--- src/rtl/agc_pkg.sv ---
// Purpose: Shared constants and types for the receiver gain controller
// Assumes: APB register access, 32-bit data, one word per register
// Notes: Attenuation is counted in steps of STEP_DB decibels

package agc_pkg;
    localparam logic [7:0] OFF_CTRL = 8'h00;
    localparam logic [7:0] OFF_THRESH = 8'h04;
    localparam logic [7:0] OFF_MANUAL = 8'h08;
    localparam logic [7:0] OFF_DWELL = 8'h0c;
    localparam logic [7:0] OFF_STATUS = 8'h10;
    localparam logic [7:0] OFF_FLAGS = 8'h14;

    localparam int CTRL_MANUAL_BIT = 0;
    localparam int CTRL_TKO_LSB = 4;
    localparam int MAN_FE_LSB = 0;
    localparam int MAN_BB_LSB = 8;
    localparam int THR_LNA_UL_LSB = 0;
    localparam int THR_LNA_OL_LSB = 4;
    localparam int THR_TIA_UL_LSB = 8;
    localparam int THR_TIA_OL_LSB = 12;
    localparam int ST_REQ_LSB = 0;
    localparam int ST_FE_LSB = 8;
    localparam int ST_BB_LSB = 16;
    localparam int ST_TOT_LSB = 24;

    localparam logic [31:0] CTRL_MASK = 32'h0000_00f1;
    localparam logic [31:0] THRESH_MASK = 32'h0000_ffff;
    localparam logic [31:0] MANUAL_MASK = 32'h0000_0f1f;
    localparam logic [31:0] DWELL_MASK = 32'h0000_ffff;

    localparam logic [31:0] CTRL_RST = 32'h0000_0060;
    localparam logic [31:0] THRESH_RST = 32'h0000_c4c4;
    localparam logic [31:0] MANUAL_RST = 32'h0000_0000;
    localparam logic [31:0] DWELL_RST = 32'h0000_00ff;

    localparam logic [4:0] FE_MAX = 5'h11;
    localparam logic [3:0] BB_MAX = 4'he;
    localparam logic [4:0] REQ_MAX = 5'h1f;
    localparam logic [5:0] STEP_DB = 6'h02;
    localparam int FLAG_W = 4;

    typedef enum logic [1:0] {
        ST_MANUAL = 2'b00,
        ST_DWELL = 2'b01,
        ST_EVAL = 2'b10
    } agc_state_e;
endpackage : agc_pkg

--- src/rtl/agc_split_if.sv ---
// Purpose: Carries the requested attenuation and the applied split
// Assumes: One clock domain
// Notes: Controller drives the request, splitter returns the codes

`timescale 1ns/1ps
interface agc_split_if;
    logic [4:0] req;
    logic [3:0] takeover;
    logic manual;
    logic [4:0] man_fe;
    logic [3:0] man_bb;
    logic [4:0] fe;
    logic [3:0] bb;
    logic [4:0] total;

    modport ctrl (output req, takeover, manual, man_fe, man_bb, input fe, bb, total);
    modport split (input req, takeover, manual, man_fe, man_bb, output fe, bb, total);
endinterface : agc_split_if

--- src/rtl/agc_sync.sv ---
// Purpose: Two-stage synchroniser for the peak detector flags
// Assumes: Flags are asynchronous comparator levels
// Notes: First stage is read only by the second

`timescale 1ns/1ps
module agc_sync (
    input wire logic pclk,
    input wire logic presetn,
    input wire logic [agc_pkg::FLAG_W-1:0] async_in,
    output logic [agc_pkg::FLAG_W-1:0] sync_out
);
    logic [agc_pkg::FLAG_W-1:0] meta_reg;

    for (genvar i = 0; i < agc_pkg::FLAG_W; i++) begin : g_bit
        always_ff @(posedge pclk or negedge presetn) begin
            if (!presetn) begin
                meta_reg[i] <= 1'b0;
                sync_out[i] <= 1'b0;
            end else begin
                meta_reg[i] <= async_in[i];
                sync_out[i] <= meta_reg[i];
            end
        end
    end
endmodule : agc_sync

--- src/rtl/agc_split.sv ---
// Purpose: Splits requested attenuation between the two attenuators
// Assumes: Takeover level is a baseband step count
// Notes: Codes are registered, one cycle after the request

`timescale 1ns/1ps
module agc_split (
    input wire logic pclk,
    input wire logic presetn,
    agc_split_if.split sp
);
    logic [4:0] fe_next;
    logic [3:0] bb_next;
    logic [3:0] tko;
    logic [5:0] upper;

    always_comb begin
        tko = (sp.takeover > agc_pkg::BB_MAX) ? agc_pkg::BB_MAX : sp.takeover;
        upper = 6'({2'b00, tko}) + 6'(agc_pkg::FE_MAX);
        fe_next = 5'h00;
        bb_next = 4'h0;
        if (sp.manual) begin
            fe_next = (sp.man_fe > agc_pkg::FE_MAX) ? agc_pkg::FE_MAX : sp.man_fe;
            bb_next = (sp.man_bb > agc_pkg::BB_MAX) ? agc_pkg::BB_MAX : sp.man_bb;
        end else if (sp.req <= 5'({1'b0, tko})) begin
            bb_next = sp.req[3:0];
        end else if (6'({1'b0, sp.req}) <= upper) begin
            fe_next = sp.req - 5'({1'b0, tko});
            bb_next = tko;
        end else begin
            fe_next = agc_pkg::FE_MAX;
            bb_next = 4'(sp.req - agc_pkg::FE_MAX);
        end
    end

    always_ff @(posedge pclk or negedge presetn) begin
        if (!presetn) begin
            sp.fe <= 5'h00;
            sp.bb <= 4'h0;
            sp.total <= 5'h00;
        end else begin
            sp.fe <= fe_next;
            sp.bb <= bb_next;
            sp.total <= fe_next + 5'({1'b0, bb_next});
        end
    end
endmodule : agc_split

--- src/rtl/agc_top.sv ---
// Purpose: Receiver automatic gain control with APB register access
// Assumes: Detector flags are asynchronous and pass a synchroniser
// Notes: Zero wait state APB slave, unmapped addresses raise pslverr
//
// How it works
// - Automatic or manual mode, selected by software
// - Automatic mode steers attenuation without software
// - Inputs are LNA and TIA peak flag pairs
// - Flags outside threshold window request gain change
// - First steps go to baseband attenuator
// - Past takeover, front-end attenuator takes steps
// - Front-end saturated, baseband takes remaining steps
// - Takeover threshold is software writable
// - Front-end code has 18 steps of 2 dB
// - Baseband code has 15 steps of 2 dB
// - Applied total equals front-end plus baseband
// - Applied total attenuation goes to receive chain
//
// The address map and the APB slave port were chosen for this implementation.

`timescale 1ns/1ps
module agc_top (
    input wire logic pclk,
    input wire logic presetn,
    input wire logic [7:0] paddr,
    input wire logic psel,
    input wire logic penable,
    input wire logic pwrite,
    input wire logic [31:0] pwdata,
    input wire logic [3:0] pstrb,
    output logic [31:0] prdata,
    output logic pready,
    output logic pslverr,
    input wire logic lna_underload,
    input wire logic lna_overload,
    input wire logic tia_underload,
    input wire logic tia_overload,
    output logic [3:0] lna_ul_thresh,
    output logic [3:0] lna_ol_thresh,
    output logic [3:0] tia_ul_thresh,
    output logic [3:0] tia_ol_thresh,
    output logic [4:0] frontend_attenuation,
    output logic [3:0] baseband_attenuation,
    output logic [4:0] applied_att_steps,
    output logic [5:0] applied_att_db
);
    logic [31:0] ctrl_reg;
    logic [31:0] thresh_reg;
    logic [31:0] manual_reg;
    logic [31:0] dwell_reg;
    logic [31:0] prdata_reg;
    logic [31:0] rd_next;
    logic [4:0] req_reg;
    logic [4:0] req_next;
    logic [15:0] cnt_reg;
    logic [5:0] db_reg;
    logic [agc_pkg::FLAG_W-1:0] flags;
    logic any_ol;
    logic any_ul;
    logic mapped;
    logic wr_en;
    logic rd_setup;
    logic manual_sel;
    agc_pkg::agc_state_e state_reg;
    agc_pkg::agc_state_e state_next;

    agc_split_if sp ();

    agc_sync u_sync (
        .pclk(pclk),
        .presetn(presetn),
        .async_in({tia_overload, tia_underload, lna_overload, lna_underload}),
        .sync_out(flags)
    );

    agc_split u_split (
        .pclk(pclk),
        .presetn(presetn),
        .sp(sp)
    );

    // Byte lane merge for writes
    function automatic logic [31:0] agc_merge(input logic [31:0] old_v, input logic [31:0] new_v,
                                              input logic [3:0] strb, input logic [31:0] mask);
        logic [31:0] res;
        res = old_v;
        for (int b = 0; b < 4; b++) begin
            if (strb[b]) begin
                res[b*8 +: 8] = new_v[b*8 +: 8];
            end
        end
        return res & mask;
    endfunction : agc_merge

    // APB decode
    always_comb begin
        case (paddr)
            agc_pkg::OFF_CTRL, agc_pkg::OFF_THRESH, agc_pkg::OFF_MANUAL,
            agc_pkg::OFF_DWELL, agc_pkg::OFF_STATUS, agc_pkg::OFF_FLAGS: mapped = 1'b1;
            default: mapped = 1'b0;
        endcase
    end

    assign wr_en = psel && penable && pwrite && mapped;
    assign rd_setup = psel && !penable;
    assign pready = 1'b1;
    assign pslverr = psel && penable && !mapped;
    assign prdata = prdata_reg;

    // Read data is captured in the setup cycle
    always_comb begin
        case (paddr)
            agc_pkg::OFF_CTRL: rd_next = ctrl_reg;
            agc_pkg::OFF_THRESH: rd_next = thresh_reg;
            agc_pkg::OFF_MANUAL: rd_next = manual_reg;
            agc_pkg::OFF_DWELL: rd_next = dwell_reg;
            agc_pkg::OFF_STATUS: begin
                rd_next = 32'h0000_0000;
                rd_next[agc_pkg::ST_REQ_LSB +: 5] = req_reg;
                rd_next[agc_pkg::ST_FE_LSB +: 5] = sp.fe;
                rd_next[agc_pkg::ST_BB_LSB +: 4] = sp.bb;
                rd_next[agc_pkg::ST_TOT_LSB +: 5] = sp.total;
            end
            agc_pkg::OFF_FLAGS: rd_next = {26'h000_0000, state_reg, flags};
            default: rd_next = 32'h0000_0000;
        endcase
    end

    always_ff @(posedge pclk or negedge presetn) begin
        if (!presetn) begin
            prdata_reg <= 32'h0000_0000;
        end else if (rd_setup && !pwrite) begin
            prdata_reg <= rd_next;
        end
    end

    // Software registers
    always_ff @(posedge pclk or negedge presetn) begin
        if (!presetn) begin
            ctrl_reg <= agc_pkg::CTRL_RST;
            thresh_reg <= agc_pkg::THRESH_RST;
            manual_reg <= agc_pkg::MANUAL_RST;
            dwell_reg <= agc_pkg::DWELL_RST;
        end else if (wr_en) begin
            case (paddr)
                agc_pkg::OFF_CTRL: ctrl_reg <= agc_merge(ctrl_reg, pwdata, pstrb, agc_pkg::CTRL_MASK);
                agc_pkg::OFF_THRESH: thresh_reg <= agc_merge(thresh_reg, pwdata, pstrb, agc_pkg::THRESH_MASK);
                agc_pkg::OFF_MANUAL: manual_reg <= agc_merge(manual_reg, pwdata, pstrb, agc_pkg::MANUAL_MASK);
                agc_pkg::OFF_DWELL: dwell_reg <= agc_merge(dwell_reg, pwdata, pstrb, agc_pkg::DWELL_MASK);
                default: ;
            endcase
        end
    end

    assign manual_sel = ctrl_reg[agc_pkg::CTRL_MANUAL_BIT];

    // Detector windows
    assign lna_ul_thresh = thresh_reg[agc_pkg::THR_LNA_UL_LSB +: 4];
    assign lna_ol_thresh = thresh_reg[agc_pkg::THR_LNA_OL_LSB +: 4];
    assign tia_ul_thresh = thresh_reg[agc_pkg::THR_TIA_UL_LSB +: 4];
    assign tia_ol_thresh = thresh_reg[agc_pkg::THR_TIA_OL_LSB +: 4];
    assign any_ol = flags[1] || flags[3];
    assign any_ul = flags[0] || flags[2];

    // Mode and dwell sequencing
    always_comb begin
        state_next = state_reg;
        case (state_reg)
            agc_pkg::ST_MANUAL: begin
                if (!manual_sel) begin
                    state_next = agc_pkg::ST_DWELL;
                end
            end
            agc_pkg::ST_DWELL: begin
                if (manual_sel) begin
                    state_next = agc_pkg::ST_MANUAL;
                end else if (cnt_reg == 16'h0000) begin
                    state_next = agc_pkg::ST_EVAL;
                end
            end
            agc_pkg::ST_EVAL: begin
                state_next = manual_sel ? agc_pkg::ST_MANUAL : agc_pkg::ST_DWELL;
            end
            default: state_next = agc_pkg::ST_DWELL;
        endcase
    end

    always_ff @(posedge pclk or negedge presetn) begin
        if (!presetn) begin
            state_reg <= agc_pkg::ST_DWELL;
        end else begin
            state_reg <= state_next;
        end
    end

    always_ff @(posedge pclk or negedge presetn) begin
        if (!presetn) begin
            cnt_reg <= agc_pkg::DWELL_RST[15:0];
        end else if (state_reg != agc_pkg::ST_DWELL) begin
            cnt_reg <= dwell_reg[15:0];
        end else if (cnt_reg != 16'h0000) begin
            cnt_reg <= cnt_reg - 16'h0001;
        end
    end

    // Requested attenuation
    always_comb begin
        req_next = req_reg;
        if (state_reg == agc_pkg::ST_MANUAL) begin
            req_next = sp.total;
        end else if (state_reg == agc_pkg::ST_EVAL) begin
            if (any_ol && req_reg != agc_pkg::REQ_MAX) begin
                req_next = req_reg + 5'h01;
            end else if (!any_ol && any_ul && req_reg != 5'h00) begin
                req_next = req_reg - 5'h01;
            end
        end
    end

    always_ff @(posedge pclk or negedge presetn) begin
        if (!presetn) begin
            req_reg <= 5'h00;
        end else begin
            req_reg <= req_next;
        end
    end

    assign sp.req = req_reg;
    assign sp.takeover = ctrl_reg[agc_pkg::CTRL_TKO_LSB +: 4];
    assign sp.manual = manual_sel;
    assign sp.man_fe = manual_reg[agc_pkg::MAN_FE_LSB +: 5];
    assign sp.man_bb = manual_reg[agc_pkg::MAN_BB_LSB +: 4];

    assign frontend_attenuation = sp.fe;
    assign baseband_attenuation = sp.bb;
    assign applied_att_steps = sp.total;

    always_ff @(posedge pclk or negedge presetn) begin
        if (!presetn) begin
            db_reg <= 6'h00;
        end else begin
            db_reg <= 6'(6'({1'b0, sp.total}) * agc_pkg::STEP_DB);
        end
    end
    assign applied_att_db = db_reg;

    // Checks
    logic [3:0] tko_chk;
    assign tko_chk = (sp.takeover > agc_pkg::BB_MAX) ? agc_pkg::BB_MAX : sp.takeover;

    total_sum_a: assert property (@(posedge pclk) disable iff (!presetn)
        sp.total == sp.fe + 5'({1'b0, sp.bb}))
        else $error("total differs from the sum of the codes");

    auto_track_a: assert property (@(posedge pclk) disable iff (!presetn)
        !sp.manual && $stable(sp.manual) |-> sp.total == $past(sp.req))
        else $error("applied total does not follow request");

    bb_first_a: assert property (@(posedge pclk) disable iff (!presetn)
        !sp.manual && sp.req <= 5'({1'b0, tko_chk}) && $stable(sp.takeover) |=> sp.fe == 5'h00)
        else $error("front-end attenuated below takeover");

    fe_takes_a: assert property (@(posedge pclk) disable iff (!presetn)
        !sp.manual && $stable(sp.takeover) && sp.req > 5'({1'b0, tko_chk})
        && 6'(sp.req) <= 6'(tko_chk) + 6'(agc_pkg::FE_MAX) |=> sp.bb == $past(tko_chk))
        else $error("baseband not held at takeover");

    fe_sat_a: assert property (@(posedge pclk) disable iff (!presetn)
        !sp.manual && 6'(sp.req) > 6'(tko_chk) + 6'(agc_pkg::FE_MAX)
        |=> sp.fe == agc_pkg::FE_MAX && sp.bb == $past(sp.req) - agc_pkg::FE_MAX)
        else $error("excess not given to baseband");

    code_range_a: assert property (@(posedge pclk) disable iff (!presetn)
        sp.fe <= agc_pkg::FE_MAX && sp.bb <= agc_pkg::BB_MAX)
        else $error("attenuator code out of range");

    step_up_a: assert property (@(posedge pclk) disable iff (!presetn)
        state_reg == agc_pkg::ST_EVAL && any_ol && req_reg != agc_pkg::REQ_MAX
        |=> req_reg == $past(req_reg) + 5'h01)
        else $error("overload did not raise attenuation");

    step_down_a: assert property (@(posedge pclk) disable iff (!presetn)
        state_reg == agc_pkg::ST_EVAL && !any_ol && any_ul && req_reg != 5'h00
        |=> req_reg == $past(req_reg) - 5'h01)
        else $error("underload did not lower attenuation");

    manual_set_a: assert property (@(posedge pclk) disable iff (!presetn)
        sp.manual && sp.man_fe <= agc_pkg::FE_MAX && sp.man_bb <= agc_pkg::BB_MAX
        |=> sp.fe == $past(sp.man_fe) && sp.bb == $past(sp.man_bb))
        else $error("manual codes not applied");

    db_out_a: assert property (@(posedge pclk) disable iff (!presetn)
        ##1 applied_att_db == 6'(6'($past(applied_att_steps)) * agc_pkg::STEP_DB))
        else $error("reported attenuation in dB is wrong");

    reset_start_a: assert property (@(posedge pclk)
        presetn && !$past(presetn) |-> req_reg == 5'h00 && !manual_sel && sp.total == 5'h00)
        else $error("reset state is not automatic with zero attenuation");

    hold_dwell_a: assert property (@(posedge pclk) disable iff (!presetn)
        state_reg == agc_pkg::ST_DWELL && !manual_sel |=> req_reg == $past(req_reg))
        else $error("request changed during dwell");

    manual_track_a: assert property (@(posedge pclk) disable iff (!presetn)
        state_reg == agc_pkg::ST_MANUAL |=> req_reg == $past(sp.total))
        else $error("request does not track manual total");

    step_size_a: assert property (@(posedge pclk) disable iff (!presetn)
        state_reg != agc_pkg::ST_MANUAL |=> req_reg == $past(req_reg) || req_reg == $past(req_reg) + 5'h01
        || req_reg == $past(req_reg) - 5'h01)
        else $error("request moved by more than one step");

    no_rise_a: assert property (@(posedge pclk) disable iff (!presetn)
        state_reg == agc_pkg::ST_EVAL && !any_ol |=> req_reg <= $past(req_reg))
        else $error("attenuation rose without overload");

    top_clamp_a: assert property (@(posedge pclk) disable iff (!presetn)
        state_reg == agc_pkg::ST_EVAL && any_ol && req_reg == agc_pkg::REQ_MAX |=> req_reg == agc_pkg::REQ_MAX)
        else $error("request left its upper clamp");

    zero_clamp_a: assert property (@(posedge pclk) disable iff (!presetn)
        state_reg == agc_pkg::ST_EVAL && !any_ol && any_ul && req_reg == 5'h00 |=> req_reg == 5'h00)
        else $error("request left its lower clamp");

    fe_clamp_a: assert property (@(posedge pclk) disable iff (!presetn)
        sp.manual && sp.man_fe > agc_pkg::FE_MAX |=> sp.fe == agc_pkg::FE_MAX)
        else $error("manual front-end code not clamped");

    bb_clamp_a: assert property (@(posedge pclk) disable iff (!presetn)
        sp.manual && sp.man_bb > agc_pkg::BB_MAX |=> sp.bb == agc_pkg::BB_MAX)
        else $error("manual baseband code not clamped");

    fe_max_c: cover property (@(posedge pclk) disable iff (!presetn)
        !sp.manual && sp.fe == agc_pkg::FE_MAX && sp.bb > tko_chk);
    step_up_c: cover property (@(posedge pclk) disable iff (!presetn)
        state_reg == agc_pkg::ST_EVAL && any_ol ##1 req_reg != 5'h00);
    step_down_c: cover property (@(posedge pclk) disable iff (!presetn)
        state_reg == agc_pkg::ST_EVAL && any_ul && !any_ol && req_reg != 5'h00);
    manual_c: cover property (@(posedge pclk) disable iff (!presetn)
        state_reg == agc_pkg::ST_MANUAL ##1 state_reg == agc_pkg::ST_DWELL);
    clamp_c: cover property (@(posedge pclk) disable iff (!presetn)
        state_reg == agc_pkg::ST_EVAL && any_ol && req_reg == agc_pkg::REQ_MAX);
endmodule : agc_top

--- config.mk ---
export PLATFORM = sky130hd
export DESIGN_NAME = agc_top
export DESIGN_NICKNAME = d
export VERILOG_FILES = /design/src/rtl/agc_pkg.sv /design/src/rtl/agc_split_if.sv /design/src/rtl/agc_sync.sv /design/src/rtl/agc_split.sv /design/src/rtl/agc_top.sv
export SDC_FILE = /design/constraint.sdc
export NUM_CORES = 1
export LEC_CHECK = 0
export BUFFER_PORTS_ARGS = -buffer_cell sky130_fd_sc_hd__buf_2
export CAP_MARGIN = 15
export CORE_UTILIZATION = 30
export CTS_BUF_LIST = sky130_fd_sc_hd__clkbuf_4
export DETAILED_ROUTE_END_ITERATION = 10
export GPL_TIMING_DRIVEN = 0
export PLACE_DENSITY = 0.51
export SLEW_MARGIN = 15
export SYNTH_ARGS = -nofsm -noshare
export SYNTH_HDL_FRONTEND = slang
export SYNTH_HIERARCHICAL = 1
export SYNTH_SLANG_ARGS = --single-unit
--- constraint.sdc ---
create_clock -name pclk -period 6.15 [get_ports pclk]
set_input_delay 1.23 -clock pclk [delete_from_list [all_inputs] [get_ports pclk]]
set_output_delay 1.23 -clock pclk [all_outputs]
set_load 0.005 [all_outputs]
==> results_tabular.tex <==
\begin{tabular}{lr}
\hline
Metric & Value \\
\hline
\multicolumn{2}{l}{\textbf{Status}} \\
Result of the run & complete, no violations \\
\multicolumn{2}{l}{\textbf{Clocking}} \\
Clock transition at the registers of the reported paths & 0.12 ns \\
TritonCTS Sinks & 121 \\
Resized Gates After CTS & 0 \\
Post-CTS Setup Bufs & 0 \\
TritonCTS clock tree & yes \\
Cts hold-fix bufs & 0 \\
CTS root buf & sky130\_fd\_sc\_hd\_\_clkbuf\_4 \\
Clock Latency Late Sink & 0.54 ns \\
Inserted Clock Buffers & 17 \\
Clock Tree Buf Depth & 2 \\
Htree depth & 4 \\
\multicolumn{2}{l}{\textbf{Floorplanning}} \\
Floorplan die width & 148.7 um \\
I/O pin count & 123 \\
Die footprint & 0.02211 mm2 \\
Effective utilization at floorplan & 30.61\% \\
Count of standard-cell rows & 53 \\
Area of the core region & 0.02109 mm2 \\
Die Height & 148.7 um \\
\multicolumn{2}{l}{\textbf{Worst setup path}} \\
Worst Setup Path Type & reg2reg \\
Worst EP arrival & 4.87 ns \\
Worst-path maximum fanout & 8 \\
Worst reg-to-reg path cell count & 19 \\
Worst setup EP type & register \\
Source of the worst register-to-register timing path & ctrl\_reg[6] \\
Type of origin of the critical path & register \\
Worst R2R End & u\_split/sp.total[4] \\
Critical path data required time & 6.62 ns \\
Reg2reg setup slack & 1.74 ns \\
\multicolumn{2}{l}{\textbf{Route}} \\
Aggregate routed wire length & 18,530 um \\
Wirelength per Cell & 19.02 um \\
Drt drc & 0 \\
Via-to-Cell Ratio & 5.049 \\
DRT Pass-1 Iters & 4 \\
First-iteration detailed-routing DRC count & 310 \\
DR vias & 4,918 \\
Count of antenna-violating nets left after detailed routing & 0 \\
\multicolumn{2}{l}{\textbf{GRT}} \\
Total overflow reported by the global router & 0 \\
Global-route wire length before repair & 28,900 um \\
All-Layer GR Usage & 17.56\% \\
Initial antenna violation count & 1 \\
Number of global-route vias before repair & 4,976 \\
Maximum number of pins on one net before global-route repair & 64 \\
\multicolumn{2}{l}{\textbf{Yosys}} \\
Number of unique standard cell types used by synthesis & 72 \\
Synthesized cell area & 0.006455 mm2 \\
Synth Register Bits & 121 \\
Cells taking the most area after synthesis & sky130\_fd\_sc\_hd\_\_dfrtp\_1 37\%, sky130\_fd\_sc\_hd\_\_dfstp\_2 10\%, sky130\_fd\_sc\_hd\_\_mux2\_2 9.6\%, sky130\_fd\_sc\_hd\_\_ha\_1 4.7\%, sky130\_fd\_sc\_hd\_\_mux2i\_1 2.9\% \\
Post-synthesis sequential area ratio & 47.39\% \\
Leading area contributor after synthesis & sky130\_fd\_sc\_hd\_\_dfrtp\_1 \\
Cell count after synthesis & 564 \\
Dominant register cell in the synthesized netlist & sky130\_fd\_sc\_hd\_\_dfrtp\_1 \\
Share of the synthesized area in the top cell type & 37.22\% \\
Number of enable flip-flop cells after synthesis & 0 \\
Count of yosys warnings during synthesis & 6 \\
Post-synthesis async set-or-reset flop share & 100.0\% \\
Post-synthesis average cell area & 11.44 um2 \\
\multicolumn{2}{l}{\textbf{STA}} \\
Clock period minus worst slack & 4.409 ns \\
Max-slew violation total from the final report & 0 \\
Layout Skew & 0.01858 ns \\
Sum of negative setup slack & 0 ns \\
Slew @ Worst Pin & 1.203 ns \\
Rel. slew slack & 19.65\% \\
Highest clock frequency the design can meet & 226.8 MHz \\
Period utilisation layout & 71.69\% \\
RSZ-0062 raised after global routing & false \\
Number of failing hold endpoints at the final stage & 0 \\
Final setup fails & 0 \\
\multicolumn{2}{l}{\textbf{Power}} \\
Max VDD drop & 0.1078 mV \\
Pleak & 3.556 nW \\
Power per standard cell area & 354.5 mW/mm2 \\
\multicolumn{2}{l}{\textbf{Finish}} \\
Commonest non-fill, non-tap cells in the layout & 99 x sky130\_fd\_sc\_hd\_\_buf\_2, 96 x sky130\_fd\_sc\_hd\_\_dfrtp\_1, 55 x sky130\_fd\_sc\_hd\_\_mux2\_2 \\
Number of flip-flops in the largest register & 25 \\
Commonest non-fill, non-tap cell in the layout & sky130\_fd\_sc\_hd\_\_buf\_2 \\
Area grow syn2layout & 17.93\% \\
Storage element area & 0.003059 mm2 \\
Post-layout utilization of the core & 36.10\% \\
Share of layout cells above drive strength 1 & 36.68\% \\
Number of standard cells in the layout, taps in and fillers out & 974 \\
Fill count & 2,110 \\
Total Nets Final & 765 \\
Multi-input gate area in the final layout & 0.003182 mm2 \\
\multicolumn{2}{l}{\textbf{Min path}} \\
WHS Endpoint & u\_sync/sync\_out[3] \\
Start point of the worst hold path & u\_sync/meta\_reg[3] \\
Instance count along the most critical hold path & 0 \\
Classification of the worst-slack hold path & reg2reg \\
\multicolumn{2}{l}{\textbf{Run}} \\
MaxCap Viol Count & 0 \\
\multicolumn{2}{l}{\textbf{Placement}} \\
GP Congestion & 0.8515 \\
Cell count after placement & 941 \\
Post-DP HPWL & 14,340 um \\
Count of buffers inserted at the top-level ports & 94 \\
\hline
\end{tabular}
[stage by stage]
| step | setup slack [ns] | hold WS, ns | total power, mW | area (um2) |
|---|---|---|---|---|
| floorplan | 2.459 | 0.3312 | 1.796 | 6481 |
| global placement | 1.860 | 0.3353 | 2.099 | 7296 |
| detailed placement | 1.780 | 0.3355 | 2.136 | 7330 |
| CTS | 1.753 | 0.3603 | 2.719 | 7610 |
| global route | 1.410 | 0.3778 | 2.901 | 7612 |
| finish | 1.741 | 0.3585 | 2.699 | 7612 |
[layout make-up]
cell class | count | share of cell area, %
clock inverter | 15 | 2.005
sequential | 121 | 40.19
inverter | 20 | 0.9862
antenna | 1 | 0.03287
clock buffer | 17 | 1.677
multi-input combinational | 401 | 41.80
timing repair buffer | 95 | 6.624
buffer | 29 | 2.170
tap | 275 | 4.520
[critical path, stage by stage, from the launching register on]
cell,delay (ns)
sky130_fd_sc_hd__dfstp_2,0.65
sky130_fd_sc_hd__nand3_1,0.10
sky130_fd_sc_hd__nand2_1,0.13
sky130_fd_sc_hd__inv_1,0.09
sky130_fd_sc_hd__ha_1,0.24
sky130_fd_sc_hd__and3_1,0.19
sky130_fd_sc_hd__ha_1,0.31
sky130_fd_sc_hd__nand3_1,0.12
sky130_fd_sc_hd__o21bai_4,0.22
sky130_fd_sc_hd__a21oi_2,0.25
sky130_fd_sc_hd__nor2_1,0.07
sky130_fd_sc_hd__o31ai_1,0.46
sky130_fd_sc_hd__ha_1,0.26
sky130_fd_sc_hd__inv_1,0.06
sky130_fd_sc_hd__fa_1,0.41
sky130_fd_sc_hd__nor2b_1,0.13
sky130_fd_sc_hd__o21ai_0,0.11
sky130_fd_sc_hd__nand2_1,0.12
sky130_fd_sc_hd__mux2_2,0.34
sky130_fd_sc_hd__nand4_1,0.08
[per-layer routing]
| layer | part of all wire, % | global-route usage (%) | vias to the layer above |
|---|---|---|---|
| li1 | - | - | 2314 |
| met1 | 49 | 25.34 | 2434 |
| met2 | 44 | 26.45 | 153 |
| met3 | 5.3 | 3.067 | 17 |
| met4 | 1.6 | 5.670 | 0 |
| met5 | 0 | 0 | - |
[how the worst max path moves through the flow]
stage                     start             endpoint  cells past startpoint
floorplan           ctrl_reg[6]  u_split/sp.total[4]                     19
finish              ctrl_reg[6]  u_split/sp.total[4]                     19
global placement    ctrl_reg[6]  u_split/sp.total[4]                     19
global route        ctrl_reg[6]  u_split/sp.total[4]                     19
detailed placement  ctrl_reg[6]  u_split/sp.total[4]                     19
CTS                 ctrl_reg[6]  u_split/sp.total[4]                     19
[power breakdown]
| group | total, mW | switching (mW) | internal, mW |
|---|---|---|---|
| Combinational | 1.01 | 0.553 | 0.453 |
| Sequential | 1.12 | 0.169 | 0.949 |
| Clock | 0.575 | 0.334 | 0.241 |
[cell usage after synthesis (all sizes together) (3+ instances only)]
| cell type | count |
|---|---|
| dfrtp | 96 |
| mux2 | 55 |
| nand2 | 36 |
| dfstp | 25 |
| ha | 24 |
| nor2 | 24 |
| o21ai | 22 |
| a21oi | 21 |
| a22o | 20 |
| buf | 20 |
| inv | 20 |
| mux2i | 19 |
| nand3 | 18 |
| xnor2 | 16 |
| nor2b | 11 |
| o31ai | 11 |
| clkbuf | 9 |
| a21o | 7 |
| a22oi | 7 |
| nand3b | 7 |
| nor3 | 7 |
| a211oi | 6 |
| nor4 | 6 |
| o22ai | 6 |
| and4 | 5 |
| nand2b | 5 |
| o2bb2ai | 5 |
| nor3b | 4 |
| xor2 | 4 |
| a31oi | 3 |
| and2 | 3 |
| and3 | 3 |
| fa | 3 |
| o21a | 3 |
| or2 | 3 |
| or4 | 3 |
[logic make-up (layout without fill, tap and decap cells)]
logic type | after synthesis | after routing | synth area share (%)
simple gates | 144 | 144 | 13.45
compound gates | 127 | 127 | 14.48
flops | 121 | 121 | 47.39
mux | 74 | 74 | 12.54
buf+inv | 49 | 176 | 3.721
fa+ha+maj | 27 | 27 | 5.583
xor+xnor | 20 | 20 | 2.714
other cells | 2 | 10 | 0.1163
No activity file was read; power rests on OpenSTA's default activity.
